File: src/include/timer_pkg.sv
/*
 * Shared constants for the timer and supervision block: register offsets,
 * field positions, reset values, rates and the watchdog state encoding.
 * Assumes the block runs on one 40 MHz bus clock; slower rates are enables.
 */
package timer_pkg;

    // Bus clock and derived oscillator tick rates.
    localparam int unsigned CLK_HZ       = 40_000_000;
    localparam int unsigned CLK_NS       = 25;
    localparam int unsigned SLOW_TICK_HZ = 182_500;
    localparam int unsigned FAST_OSC_HZ  = 20_000_000;
    localparam int unsigned SLOW_DIV     = CLK_HZ / SLOW_TICK_HZ;
    localparam int unsigned FAST_DIV     = CLK_HZ / FAST_OSC_HZ;
    localparam int unsigned WD_PRESCALE  = 64;
    localparam int unsigned DIV_W        = 8;

    // Counter widths.
    localparam int unsigned SLOW_W = 12;
    localparam int unsigned FAST_W = 32;
    localparam int unsigned WD_W   = 10;
    localparam logic [9:0]  WD_MAX = 10'h3FF;

    // Length of the system reset pulse.
    localparam int unsigned RESET_HOLD_NS  = 400;
    localparam int unsigned RESET_HOLD_CYC = RESET_HOLD_NS / CLK_NS;
    localparam int unsigned HOLD_W         = 5;

    // Register offsets; per-timer banks step by four bytes.
    localparam logic [7:0] OFS_CTRL    = 8'h00;
    localparam logic [7:0] OFS_STAT    = 8'h04;
    localparam logic [7:0] OFS_MASK    = 8'h08;
    localparam logic [7:0] OFS_WD_CTRL = 8'h0C;
    localparam logic [7:0] OFS_WD_FEED = 8'h10;
    localparam logic [7:0] OFS_WD_WARN = 8'h14;
    localparam logic [7:0] OFS_WD_CNT  = 8'h18;
    localparam logic [3:0] BANK_TCTL   = 4'h2;
    localparam logic [3:0] BANK_MATCH  = 4'h3;
    localparam logic [3:0] BANK_COUNT  = 4'h4;

    // Field positions.
    localparam int unsigned CTRL_GATE  = 0;
    localparam int unsigned CTRL_SYS   = 1;
    localparam int unsigned CTRL_CHAIN = 3;
    localparam int unsigned TCTL_EN    = 0;
    localparam int unsigned TCTL_FREE  = 1;
    localparam int unsigned STAT_WD    = 4;

    // Reset and write-mask values.
    localparam logic [31:0] CTRL_RST   = 32'h0000_0001;
    localparam logic [31:0] CTRL_WMASK = 32'h0000_000F;
    localparam logic [31:0] STAT_MASK  = 32'h0000_001F;
    localparam logic [31:0] MATCH_RST  = 32'hFFFF_FFFF;
    localparam logic [9:0]  WARN_RST   = 10'h300;

    // System clock selection for the 32-bit timers.
    typedef enum logic [1:0] {
        SYS_20 = 2'b00,
        SYS_10 = 2'b01,
        SYS_5  = 2'b11
    } sysclk_sel_t;

    // Watchdog states, Gray coded along off, run, fire.
    typedef enum logic [1:0] {
        WD_OFF  = 2'b00,
        WD_RUN  = 2'b01,
        WD_FIRE = 2'b11
    } wd_state_t;

endpackage : timer_pkg

File: src/hw/general_timers.sv
/*
 * Timer subsystem: two 12-bit slow timers (chainable), two 32-bit timers on
 * the selectable system clock, a common match line, maskable interrupts and
 * a 10-bit supervision countdown with a warning and a system reset.
 * Assumes an APB master on pclk; the reset output must feed system reset.
 */
// The APB register port and the register addresses were chosen for this implementation.
`timescale 1ns/1ps

// Contract
// - Two 12-bit timers tick at slow oscillator divided by two.
// - Two 32-bit timers tick on the fast oscillator domain.
// - Timers and watchdog are configured through a 32-bit APB slave.
// - Each timer has one match register and no capture logic.
// - One shared output line carries match events of all four timers.
// - The second 12-bit timer may chain on the first; others cannot.
// - Every timer runs single-shot or free-running, chosen by software.
// - Each timer raises a timeout interrupt with its own mask bit.
// - The 32-bit timers follow the system clock: 20, 10 or 5 MHz.
// - Watchdog is a 10-bit counter at slow oscillator divided by 128.
// - An enabled watchdog that is not reloaded asserts system reset.
// - After a watchdog reset the watchdog is disabled without software.
// - Watchdog raises a non-maskable interrupt at a preset count.
// - Software can gate off the clock that feeds the timers.
module general_timers
    import timer_pkg::*;
(
    input  wire logic        pclk,
    input  wire logic        presetn,
    input  wire logic        psel,
    input  wire logic        penable,
    input  wire logic        pwrite,
    input  wire logic [7:0]  paddr,
    input  wire logic [31:0] pwdata,
    output logic [31:0]      prdata,
    output logic             pready,
    output logic             pslverr,
    output logic             irq_q,
    output logic             nmi_q,
    output logic             sys_reset_q,
    output logic             timer_out_q
);

    logic [31:0]       ctrl_q;
    logic [31:0]       stat_q;
    logic [31:0]       mask_q;
    logic [1:0]        tctl_q [4];
    logic [31:0]       match_q [4];
    logic [31:0]       cnt [4];
    logic [3:0]        hit;
    logic [3:0]        start;
    logic              slow_tick;
    logic              fast_tick;
    logic              wd_tick;
    logic              gate;
    logic              slow_gated;
    logic              fast_gated;
    logic [WD_W-1:0]   wd_cnt_q;
    logic [WD_W-1:0]   wd_warn_q;
    wd_state_t         wd_state_q;
    logic [HOLD_W-1:0] hold_q;
    logic              access;
    logic              wr;
    logic              feed;
    logic              warn_evt;
    logic [32:0]       rd_word;

    // Divider length for the system clock that paces the 32-bit timers.
    function automatic logic [DIV_W-1:0] fast_len(input logic [1:0] sel);
        logic [DIV_W-1:0] len;
        len = DIV_W'(FAST_DIV - 1);
        case (sel)
            SYS_20: len = DIV_W'(FAST_DIV - 1);
            SYS_10: len = DIV_W'(2 * FAST_DIV - 1);
            SYS_5:  len = DIV_W'(4 * FAST_DIV - 1);
            default: len = DIV_W'(FAST_DIV - 1);
        endcase
        return len;
    endfunction : fast_len

    // Read decode; the top bit flags an address that is mapped.
    function automatic logic [32:0] read_reg(input logic [7:0] a);
        logic [32:0] r;
        r = 33'h0_0000_0000;
        if (a[1:0] == 2'b00) begin
            case (a)
                OFS_CTRL:    r = {1'b1, ctrl_q};
                OFS_STAT:    r = {1'b1, stat_q};
                OFS_MASK:    r = {1'b1, mask_q};
                OFS_WD_CTRL: r = {1'b1, 31'h0, wd_state_q == WD_RUN};
                OFS_WD_FEED: r = {1'b1, 32'h0};
                OFS_WD_WARN: r = {1'b1, 22'h0, wd_warn_q};
                OFS_WD_CNT:  r = {1'b1, 22'h0, wd_cnt_q};
                default: begin
                    case (a[7:4])
                        BANK_TCTL:  r = {1'b1, 30'h0, tctl_q[a[3:2]]};
                        BANK_MATCH: r = {1'b1, match_q[a[3:2]]};
                        BANK_COUNT: r = {1'b1, cnt[a[3:2]]};
                        default:    r = 33'h0_0000_0000;
                    endcase
                end
            endcase
        end
        return r;
    endfunction : read_reg

    // A transfer completes at the edge where pready is seen high.
    assign access   = psel & penable & pready;
    assign wr       = access & pwrite;
    assign feed     = wr && paddr == OFS_WD_FEED;
    assign gate     = ctrl_q[CTRL_GATE];
    assign slow_gated = slow_tick & gate;
    assign fast_gated = fast_tick & gate;

    // Read word follows the address and every register that the decode reads.
    always_comb begin
        rd_word = read_reg(paddr);
    end

    // One wait state: answer is staged during the first access cycle.
    always_ff @(posedge pclk or negedge presetn) begin
        if (!presetn) begin
            pready  <= 1'b0;
            prdata  <= 32'h0000_0000;
            pslverr <= 1'b0;
        end else begin
            pready <= psel & penable & !pready;
            if (psel && penable && !pready) begin
                prdata  <= pwrite ? 32'h0000_0000 : rd_word[31:0];
                pslverr <= !rd_word[32];
            end else begin
                pslverr <= 1'b0;
            end
        end
    end

    // Global control: gate, system clock choice and chaining.
    always_ff @(posedge pclk or negedge presetn) begin
        if (!presetn) begin
            ctrl_q <= CTRL_RST;
        end else if (wr && paddr == OFS_CTRL) begin
            ctrl_q <= pwdata & CTRL_WMASK;
        end
    end

    // Mask register shares the status layout.
    always_ff @(posedge pclk or negedge presetn) begin
        if (!presetn) begin
            mask_q <= 32'h0000_0000;
        end else if (wr && paddr == OFS_MASK) begin
            mask_q <= pwdata & STAT_MASK;
        end
    end

    // Sticky events, cleared by writing ones; a new event wins.
    always_ff @(posedge pclk or negedge presetn) begin
        if (!presetn) begin
            stat_q <= 32'h0000_0000;
        end else begin
            stat_q <= ((wr && paddr == OFS_STAT) ? stat_q & ~pwdata : stat_q)
                      | {27'h0, warn_evt, hit};
        end
    end

    // Per-timer mode and match registers; writing a mode re-arms it.
    always_ff @(posedge pclk or negedge presetn) begin
        if (!presetn) begin
            for (int i = 0; i < 4; i++) begin
                tctl_q[i]  <= 2'b00;
                match_q[i] <= MATCH_RST;
            end
            start <= 4'h0;
        end else begin
            start <= 4'h0;
            if (wr && paddr[7:4] == BANK_TCTL && paddr[1:0] == 2'b00) begin
                tctl_q[paddr[3:2]] <= pwdata[1:0];
                start[paddr[3:2]]  <= 1'b1;
            end
            if (wr && paddr[7:4] == BANK_MATCH && paddr[1:0] == 2'b00) begin
                match_q[paddr[3:2]] <= pwdata;
            end
        end
    end

    // Slow tick base: the slow oscillator divided by two, never gated.
    tick_divider #(.W(DIV_W)) u_slow_div (
        .clk    (pclk),
        .rst_n  (presetn),
        .step   (1'b1),
        .len    (DIV_W'(SLOW_DIV - 1)),
        .tick_q (slow_tick)
    );

    // System clock rate for the wide timers, set by software.
    tick_divider #(.W(DIV_W)) u_fast_div (
        .clk    (pclk),
        .rst_n  (presetn),
        .step   (1'b1),
        .len    (fast_len(ctrl_q[CTRL_SYS +: 2])),
        .tick_q (fast_tick)
    );

    // Watchdog rate: a further divide by 64 of the slow tick.
    tick_divider #(.W(DIV_W)) u_wd_div (
        .clk    (pclk),
        .rst_n  (presetn),
        .step   (slow_tick),
        .len    (DIV_W'(WD_PRESCALE - 1)),
        .tick_q (wd_tick)
    );

    // Four match timers; the second narrow one may count on the first.
    for (genvar gi = 0; gi < 4; gi++) begin : g_tmr
        localparam int unsigned W = (gi < 2) ? SLOW_W : FAST_W;
        logic [W-1:0] c;
        logic         tk;
        if (gi == 1) begin : g_chain
            assign tk = ctrl_q[CTRL_CHAIN] ? hit[0] : slow_gated;
        end else if (gi == 0) begin : g_slow
            assign tk = slow_gated;
        end else begin : g_fast
            assign tk = fast_gated;
        end
        match_timer #(.W(W)) u_tmr (
            .clk      (pclk),
            .rst_n    (presetn),
            .tick     (tk),
            .en       (tctl_q[gi][TCTL_EN]),
            .free_run (tctl_q[gi][TCTL_FREE]),
            .start    (start[gi]),
            .match    (match_q[gi][W-1:0]),
            .count_q  (c),
            .hit_q    (hit[gi])
        );
        assign cnt[gi] = 32'(c);
    end

    // Warning threshold for the non-maskable interrupt.
    always_ff @(posedge pclk or negedge presetn) begin
        if (!presetn) begin
            wd_warn_q <= WARN_RST;
        end else if (wr && paddr == OFS_WD_WARN) begin
            wd_warn_q <= pwdata[WD_W-1:0];
        end
    end

    assign warn_evt = wd_state_q == WD_RUN && wd_tick && !feed
                      && wd_cnt_q == wd_warn_q;

    // Supervision countdown: off until enabled, fires a reset at full count.
    always_ff @(posedge pclk or negedge presetn) begin
        if (!presetn) begin
            wd_state_q <= WD_OFF;
            wd_cnt_q   <= '0;
            hold_q     <= '0;
        end else begin
            case (wd_state_q)
                WD_OFF: begin
                    wd_cnt_q <= '0;
                    if (wr && paddr == OFS_WD_CTRL && pwdata[0]) begin
                        wd_state_q <= WD_RUN;
                    end
                end
                WD_RUN: begin
                    if (feed) begin
                        wd_cnt_q <= '0;
                    end else if (wd_tick) begin
                        if (wd_cnt_q == WD_MAX) begin
                            wd_state_q <= WD_FIRE;
                            hold_q <= HOLD_W'(RESET_HOLD_CYC - 1);
                        end else begin
                            wd_cnt_q <= wd_cnt_q + 1'b1;
                        end
                    end
                end
                WD_FIRE: begin
                    if (hold_q == '0) begin
                        wd_state_q <= WD_OFF;
                    end else begin
                        hold_q <= hold_q - 1'b1;
                    end
                end
                default: wd_state_q <= WD_OFF;
            endcase
        end
    end

    // Output lines, each from its own flip-flop.
    always_ff @(posedge pclk or negedge presetn) begin
        if (!presetn) begin
            irq_q       <= 1'b0;
            nmi_q       <= 1'b0;
            sys_reset_q <= 1'b0;
            timer_out_q <= 1'b0;
        end else begin
            irq_q       <= |(stat_q[3:0] & mask_q[3:0]);
            nmi_q       <= stat_q[STAT_WD];
            sys_reset_q <= wd_state_q == WD_FIRE;
            timer_out_q <= |hit;
        end
    end
endmodule : general_timers

File: src/hw/tick_divider.sv
/*
 * Enable-pulse divider: counts step pulses and emits one tick pulse
 * every len+1 steps. Assumes len is at least one and held steady.
 */
`timescale 1ns/1ps
module tick_divider #(
    parameter int unsigned W = 8
) (
    input  wire logic         clk,
    input  wire logic         rst_n,
    input  wire logic         step,
    input  wire logic [W-1:0] len,
    output logic              tick_q
);

    logic [W-1:0] cnt_q;

    // Wrap on reaching len so a shortened length takes effect at once.
    always_ff @(posedge clk or negedge rst_n) begin
        if (!rst_n) begin
            cnt_q  <= '0;
            tick_q <= 1'b0;
        end else if (step) begin
            if (cnt_q >= len) begin
                cnt_q  <= '0;
                tick_q <= 1'b1;
            end else begin
                cnt_q  <= cnt_q + 1'b1;
                tick_q <= 1'b0;
            end
        end else begin
            tick_q <= 1'b0;
        end
    end
endmodule : tick_divider

File: src/hw/match_timer.sv
/*
 * One match timer: counts ticks up from zero and pulses hit when the count
 * equals the match value, then stops or restarts as the mode asks.
 * Assumes tick is a one-cycle enable on the same clock.
 */
`timescale 1ns/1ps
module match_timer #(
    parameter int unsigned W = 12
) (
    input  wire logic         clk,
    input  wire logic         rst_n,
    input  wire logic         tick,
    input  wire logic         en,
    input  wire logic         free_run,
    input  wire logic         start,
    input  wire logic [W-1:0] match,
    output logic [W-1:0]      count_q,
    output logic              hit_q
);

    logic done_q;

    // Single-shot parks on the match value; free-running wraps to zero.
    always_ff @(posedge clk or negedge rst_n) begin
        if (!rst_n) begin
            count_q <= '0;
            done_q  <= 1'b0;
            hit_q   <= 1'b0;
        end else begin
            hit_q <= 1'b0;
            if (!en || start) begin
                count_q <= '0;
                done_q  <= 1'b0;
            end else if (tick && !done_q) begin
                if (count_q == match) begin
                    hit_q <= 1'b1;
                    if (free_run) begin
                        count_q <= '0;
                    end else begin
                        done_q <= 1'b1;
                    end
                end else begin
                    count_q <= count_q + 1'b1;
                end
            end
        end
    end
endmodule : match_timer

File: config.mk
export PLATFORM = sky130hd
export DESIGN_NAME = general_timers
export DESIGN_NICKNAME = d
export VERILOG_FILES = /design/src/include/timer_pkg.sv /design/src/hw/general_timers.sv /design/src/hw/tick_divider.sv /design/src/hw/match_timer.sv
export SDC_FILE = /design/constraint.sdc
export NUM_CORES = 1
export LEC_CHECK = 0
export CAP_MARGIN = 20
export CORE_MARGIN = 5
export CORE_UTILIZATION = 50
export DETAILED_ROUTE_END_ITERATION = 8
export DONT_BUFFER_PORTS = 1
export GPL_TIMING_DRIVEN = 0
export RECOVER_POWER = 25
export SETUP_SLACK_MARGIN = 0.3
export SLEW_MARGIN = 30
export SYNTH_ARGS = -nofsm -noshare
export SYNTH_HDL_FRONTEND = slang
export SYNTH_HIERARCHICAL = 1
export SYNTH_SLANG_ARGS = --single-unit
File: constraint.sdc
create_clock -name pclk -period 3 [get_ports pclk]
set_clock_uncertainty 0.15 [all_clocks]
set_input_delay 0.3 -clock pclk [delete_from_list [all_inputs] [get_ports pclk]]
set_output_delay 0.3 -clock pclk [all_outputs]
set_load 0.02 [all_outputs]
## Yosys cells after proc, flatten, opt, wreduce, memory -nomap -nowiden

Cells that the tools add are included.

- Register bits after elaboration: 369
- Input bits: 45
- Output and inout port bits: 38
- Logic and storage cells: 259

- $add $sub $neg: 9
- Magnitude comparators: 7
- Eq/ne operators: 35
- Mux-type cells: 92
- Bitwise logic cells: 11
- Reductions and logical operators: 64

Operator list:

| kind | count |
|---|---|
| 32-bit two-way mux | 15 |
| 33-bit case mux with 7 select lines | 1 |
| 32-bit binary-select mux with 2-bit select | 2 |
| 128-bit bitwise mux | 1 |
| 33-bit case mux with 3 select lines | 1 |
| 12-bit two-way mux | 8 |
| 32-bit by 1-bit adder with 32-bit output (second input constant) | 2 |
| 32-bit demux with 2-bit select | 1 |
| 32-bit == test | 2 |
| 1-bit two-way mux | 35 |
| 33-bit two-way mux | 1 |
| 32-bit bitwise AND | 1 |
| 32-bit inverter | 1 |
| 32-bit by 5-bit OR with 32-bit output | 1 |
| 10-bit two-way mux | 3 |
| 12-bit by 1-bit adder with 12-bit output (second input constant) | 2 |
| 8-bit by 1-bit adder with 8-bit output (second input constant) | 3 |
| 12-bit == test | 2 |
| 8-bit by 5-bit == test with 1-bit output (second input constant) | 3 |
| 8-bit two-way mux | 3 |
| 1-bit logical AND | 22 |
| 5-bit two-way mux | 4 |
| 10-bit case mux with 2 select lines | 1 |
| 2-bit nonzero test | 10 |
| 42 further kinds | 93 |

## Depth between registers and ports, before layout

- Word-level depth: 9
- Depth in mapped cells: 10
- Depth with buffers taken out: 8

## Cells and area by module

Netlist, hierarchy kept.

Modules (own cells, without submodules):

| module | instances | cells each | area each (um2) | seq. area each (um2) |
|---|---|---|---|---|
| general_timers | 1 | 907 | 11788.8 | 6319.8 |
| match_timer (g_tmr[2].u_tmr ...) | 2 | 287 | 2416.1 | 850.8 |
| match_timer (g_tmr[0].u_tmr ...) | 2 | 100 | 938.4 | 350.3 |
| tick_divider | 3 | 71 | 621.8 | 225.2 |

## Worst setup path before layout

Ideal clock, no wire load.

- Path kind: input to register
- From: input paddr[1]
- To: register wd_warn_q[0]
- Library setup time: 125 ps
- Arrival time: 2000 ps
- Required time: 2725 ps
- Slack: 725 ps
- Cell stages on the path: 6
- Buffers on the path: 2
- Path through: or4_1 buf_2 or2_1 buf_6 nor3_4 mux2_2

- Word-level cells in the longest chain between the ends: 2

Ends and longest elaborated chain:

| item | line | RTL |
|---|---|---|
| start, declared | general_timers.sv:33 | `input wire logic [7:0] paddr,` |
| 8-bit by 5-bit == test with 1-bit output | general_timers.sv:242 | `end else if (wr && paddr == OFS_WD_WARN) begin` |
| 1-bit logical AND | general_timers.sv:242 |  |
| end signal, assigned | general_timers.sv:243 | `wd_warn_q <= pwdata[WD_W-1:0];` |
| end, declared | general_timers.sv:59 | `logic [WD_W-1:0] wd_warn_q;` |

Every way passes these cells.
A chain may end at the register's enable or synchronous reset.

## Worst setup path after layout

- From: register g_tmr[2].u_tmr.count_q[13]
- To: register g_tmr[2].u_tmr.count_q[18]

- Word-level cells in the longest chain between the ends: 4
- Elaborated cells on any way between the ends: 7
- Classes of those cells: 1 x add/sub; 2 x eq/ne; 3 x mux; 1 x reduce/logical

Ends and longest elaborated chain:

| item | line | RTL |
|---|---|---|
| start, declared | match_timer.sv:17 | `output logic [W-1:0] count_q,` |
| start signal, assigned | match_timer.sv:43 | `count_q <= count_q + 1'b1;` |
| 32-bit by 1-bit adder with 32-bit output or 32-bit == test (tied branches) | match_timer.sv:43, match_timer.sv:35 |  |
| 32-bit two-way mux | match_timer.sv:35 | `if (count_q == match) begin` |
| 32-bit two-way mux | match_timer.sv:34 | `end else if (tick && !done_q) begin` |
| 32-bit two-way mux | match_timer.sv:31 | `if (!en \|\| start) begin` |

Several ways; a longest one is shown, not always the timed one. The select of a mux whose other input is x is not followed.

==> results summary <==
The total congestion overflow came out at 0. The number of enable flip-flop cells after synthesis is 0. Counting the fill cells in the layout gives ~3500.

The total of flip-flops plus latches after synthesis is ~370. The library cell used most frequently in the layout, excluding fill and tap cells, is sky130_fd_sc_hd__dfrtp_1. The average cell area after synthesis came out at 10.8 um^2. The final hold violation count is between 300 and 400. Entering global routing, the biggest net connects 370 pins. The critical path goes through xor2_1 > nor4_4 > and4_1 > buf_6 > a21oi_4 > buf_6 > buf_4 > a21oi_2 > mux2i_1. STA classifies the critical path endpoint as a flop. The clock-pin slew reported for the worst setup and hold paths after clock tree synthesis is 0.06 ns. Based on the critical path, the design can be clocked at up to between 300 and 400 MHz.

The final antenna-violating net count came out at 0. The number of max-slew violations in the final report was 0. The first TritonRoute pass finished after 5 iterations. The worst setup path is launched from a flop. The number of warnings issued by yosys came out at 6.

The TritonCTS buffer count is 43. In this run the worst hold path is classified as primary input to asynchronous set/reset pin. The area share of the largest cell type after synthesis is 0.292.

The initial standard-cell utilization of the core is 0.502. The flow ran to the end, but the final reports show violations. Setup repair after global routing could not meet its margin everywhere.

The total global-route track usage came out at 0.277. The total number of vias came out at between 15000 and 20000. Sorting the synthesized cells by area gives the leading types as sky130_fd_sc_hd__dfrtp_1 (29%), sky130_fd_sc_hd__dfstp_2 (17%), sky130_fd_sc_hd__mux2_2 (8.4%), sky130_fd_sc_hd__mux4_2 (5.1%), sky130_fd_sc_hd__xor2_1 (3.2%). The placer's final routability congestion estimate is roughly 0.94. The sequential element share of the synthesized area is 0.462. The peak supply drop came out at about 0.35 mV. Counting I/O delays and the setup requirement, the final critical path takes 2.66 ns.

In this run the tightest slew margin relative to its limit is 0.326. Setup violations remaining at the end of the flow were counted as 0. The buffer and inverter count on the worst path is 3. Compared with the post-synthesis result, the final layout area differs by 14.6%.

The transition time of the tightest slew-check pin is just over 1 ns. The static leakage came out at slightly above 10 nW. The number of H-tree levels came out at 2. The ratio of cells with drive above 1 in the final layout is 0.260. The average detailed-routed wire length per instance is approximately 24 um. The total number of nets in the final design is around 2100. Including well taps, the total number of placed cells is about 2500.

The setup path with the least slack is of type flop to flop. The reported max-cap violation count came out at 0. The die is ~210 um wide. Of the available clock period, the critical path in the final layout requires 0.886.

The number of standard-cell rows in the floorplan came out at 74. The number of global-route vias before repair was 15800. sky130_fd_sc_hd__dfrtp_1 takes more of the synthesized area than any other cell. The number of design rule violations left after detail routing is 0. For this run, asynchronously set or reset flops after synthesis account for 1.00. The delay of the slowest cell on the worst path is 0.53 ns. The wire-length estimate of the detail-placed layout is 45.1 mm. Broken down by cell family, the worst path's largest delay share belongs to simple AND/OR/NAND/NOR gates. The detail-routed via count per cell is between 6 and 7. The maximum clock path buffer count came out at 3. The cts-stage hold buffer count is 39. The instance count of the mapped netlist came out at about 1900.

The number of primary I/O pins is 83. The vertical extent of the die is between 200 and 250 um. Counting stages on the worst path, the most repeated cell is sky130_fd_sc_hd__buf_6. The mapped cell area came out at around 0.02 mm^2.

The initial antenna violation count is 2. The library cells used most frequently in the layout, excluding fill and tap cells, are sky130_fd_sc_hd__dfrtp_1 (235), sky130_fd_sc_hd__nand2_1 (166), sky130_fd_sc_hd__mux2_2 (152). The power density over the cells is 508 mW/mm^2.

The worst hold margin is -0.727 ns. In this run the clock root is driven by a sky130_fd_sc_hd__clkbuf_16. The die area is about 0.045 mm^2. For this run, the share of the core covered by cells in the final layout is 0.576. The first-pass GRT wire length came out at 96.3 mm. The number of buffers added on ports came out at 0. The maximum fanout encountered on the critical timing path is 10. The number of DRC markers after the initial detailed-route iteration came out at approximately 1600. The final layout contains routed wiring with a total length of roughly 62 mm.

Among all stages on the critical path, the largest delay is contributed by sky130_fd_sc_hd__dfrtp_1. The post-route non-filler standard cell count came out at roughly 2600. TritonCTS built the clock tree.

The clock sink total came out at about 370. The required time of the critical path is about 3.3 ns. The data arrival time of the critical path came out at 2.93 ns.

The later-pin clock latency in the skew report came out at 0.58 ns. The core region is a little over 0.04 mm^2. The number of distinct library cell variants in the gate-level netlist after synthesis came out at 75. The checks that failed: negative hold slack. The most frequently used flop master after synthesis is sky130_fd_sc_hd__dfrtp_1.
[stage by stage]
| stage | setup slack [ns] | power, mW | TNS [ns] | cell area (um^2) | hold WS [ns] |
|---|---|---|---|---|---|
| after CTS | 0.271 | 12.0 | 0 | 23200 | -0.755 |
| final | 0.342 | 11.8 | 0 | 23300 | -0.727 |
| after detailed placement | -0.125 | 6.19 | -0.934 | 21200 | -0.136 |
| after global placement | -0.197 | 6.15 | -5.05 | 21100 | -0.136 |
| after global routing | 0.285 | 12.3 | 0 | 23300 | -0.759 |
| after floorplan | 0.725 | 5.96 | 0 | 20500 | -0.146 |
[path summary, 6_finish.rpt]
path,from,slack [ns],end,depth (start not counted)
worst min-delay path,presetn,-0.73,wd_cnt_q[5]$_DFFE_PN0P_,0
worst min register to register,g_tmr[3].u_tmr/hit_q$_DFF_PN0_,0.30,stat_q[3]$_DFF_PN0_,1
max in group asynchronous,presetn,2.53,g_tmr[2].u_tmr/count_q[22]$_DFFE_PN0P_,0
worst max-delay path,g_tmr[2].u_tmr/count_q[13]$_DFFE_PN0P_,0.34,g_tmr[2].u_tmr/count_q[18]$_DFFE_PN0P_,9
worst max register to register,g_tmr[2].u_tmr/count_q[13]$_DFFE_PN0P_,0.34,g_tmr[2].u_tmr/count_q[18]$_DFFE_PN0P_,9
min in group pclk,pwrite,0.11,prdata[1]$_DFFE_PN0P_,4
[synth_stat cells (all sizes together) (12+ instances only)]
master	count
dfrtp	238
nand2	166
mux2	160
nor2	136
dfstp	131
o21ai	92
nand3	91
xor2	74
buf	61
clkbuf	54
inv	52
a21oi	47
a22oi	46
mux4	46
nand4	43
and3	40
xnor2	37
nor3	36
ha	34
a21boi	33
a221o	30
nor4	26
a221oi	21
nand2b	19
mux2i	18
a211oi	17
nor2b	15
o211ai	14
nand3b	12
[final cells by class]
type,instances,area [um^2],share of cell area
buffer,115,626,0.0268
clock inverter,16,254,0.0109
tap,532,666,0.0285
sequential,369,9400,0.403
clock buffer,63,1270,0.0545
antenna,1,2.50,0.000107
inverter,52,195,0.00836
timing repair buffer,45,435,0.0187
multi-input combinational,1382,10500,0.449
[kinds of logic (layout without fill, tap and decap cells)]
logic type,Yosys count,in the layout,share of synthesized area
AND/OR/NAND/NOR,619,619,0.153
flip-flops,369,369,0.462
AO/OA/AOI/OAI,368,368,0.129
multiplexers,224,224,0.148
buffers and inverters,167,291,0.0392
XOR/XNOR,111,111,0.0477
adder cells (fa/ha/maj),34,34,0.0209
other,2,27,0.000369
[registers in the layout, summed over array words and instances, names as in the netlist, 4 cells and up]
register,flops
match_q,128
g_tmr.u_tmr/count_q,88
prdata,32
stat_q,32
wd_cnt_q,10
wd_warn_q,10
tctl_q,8
u_fast_div/cnt_q,8
u_slow_div/cnt_q,8
u_wd_div/cnt_q,8
hold_q,5
mask_q,5
ctrl_q,4
g_tmr.u_tmr/done_q,4
g_tmr.u_tmr/hit_q,4
start,4
[routing by layer]
| metal | track usage | part of all wire |
|---|---|---|
| met3 | 0.0593 | 0.083 |
| met2 | 0.418 | 0.44 |
| met4 | 0.0735 | 0.028 |
| met1 | 0.409 | 0.45 |
| met5 | 0 | 0 |
[power breakdown]
part	internal, mW	switching, mW
clock	3.47	2.18
sequential	5.13	0.161
combinational	0.372	0.540
total	8.97	2.88
[repair_timing]
action                     4_1_cts  5_1_grt
setup buffers                    1        4
hold endpoints to repair       550      369
gates resized for setup         14       37
setup endpoints to repair      161       60
pin swaps                        2        4
(Power assumes the default switching activity.)
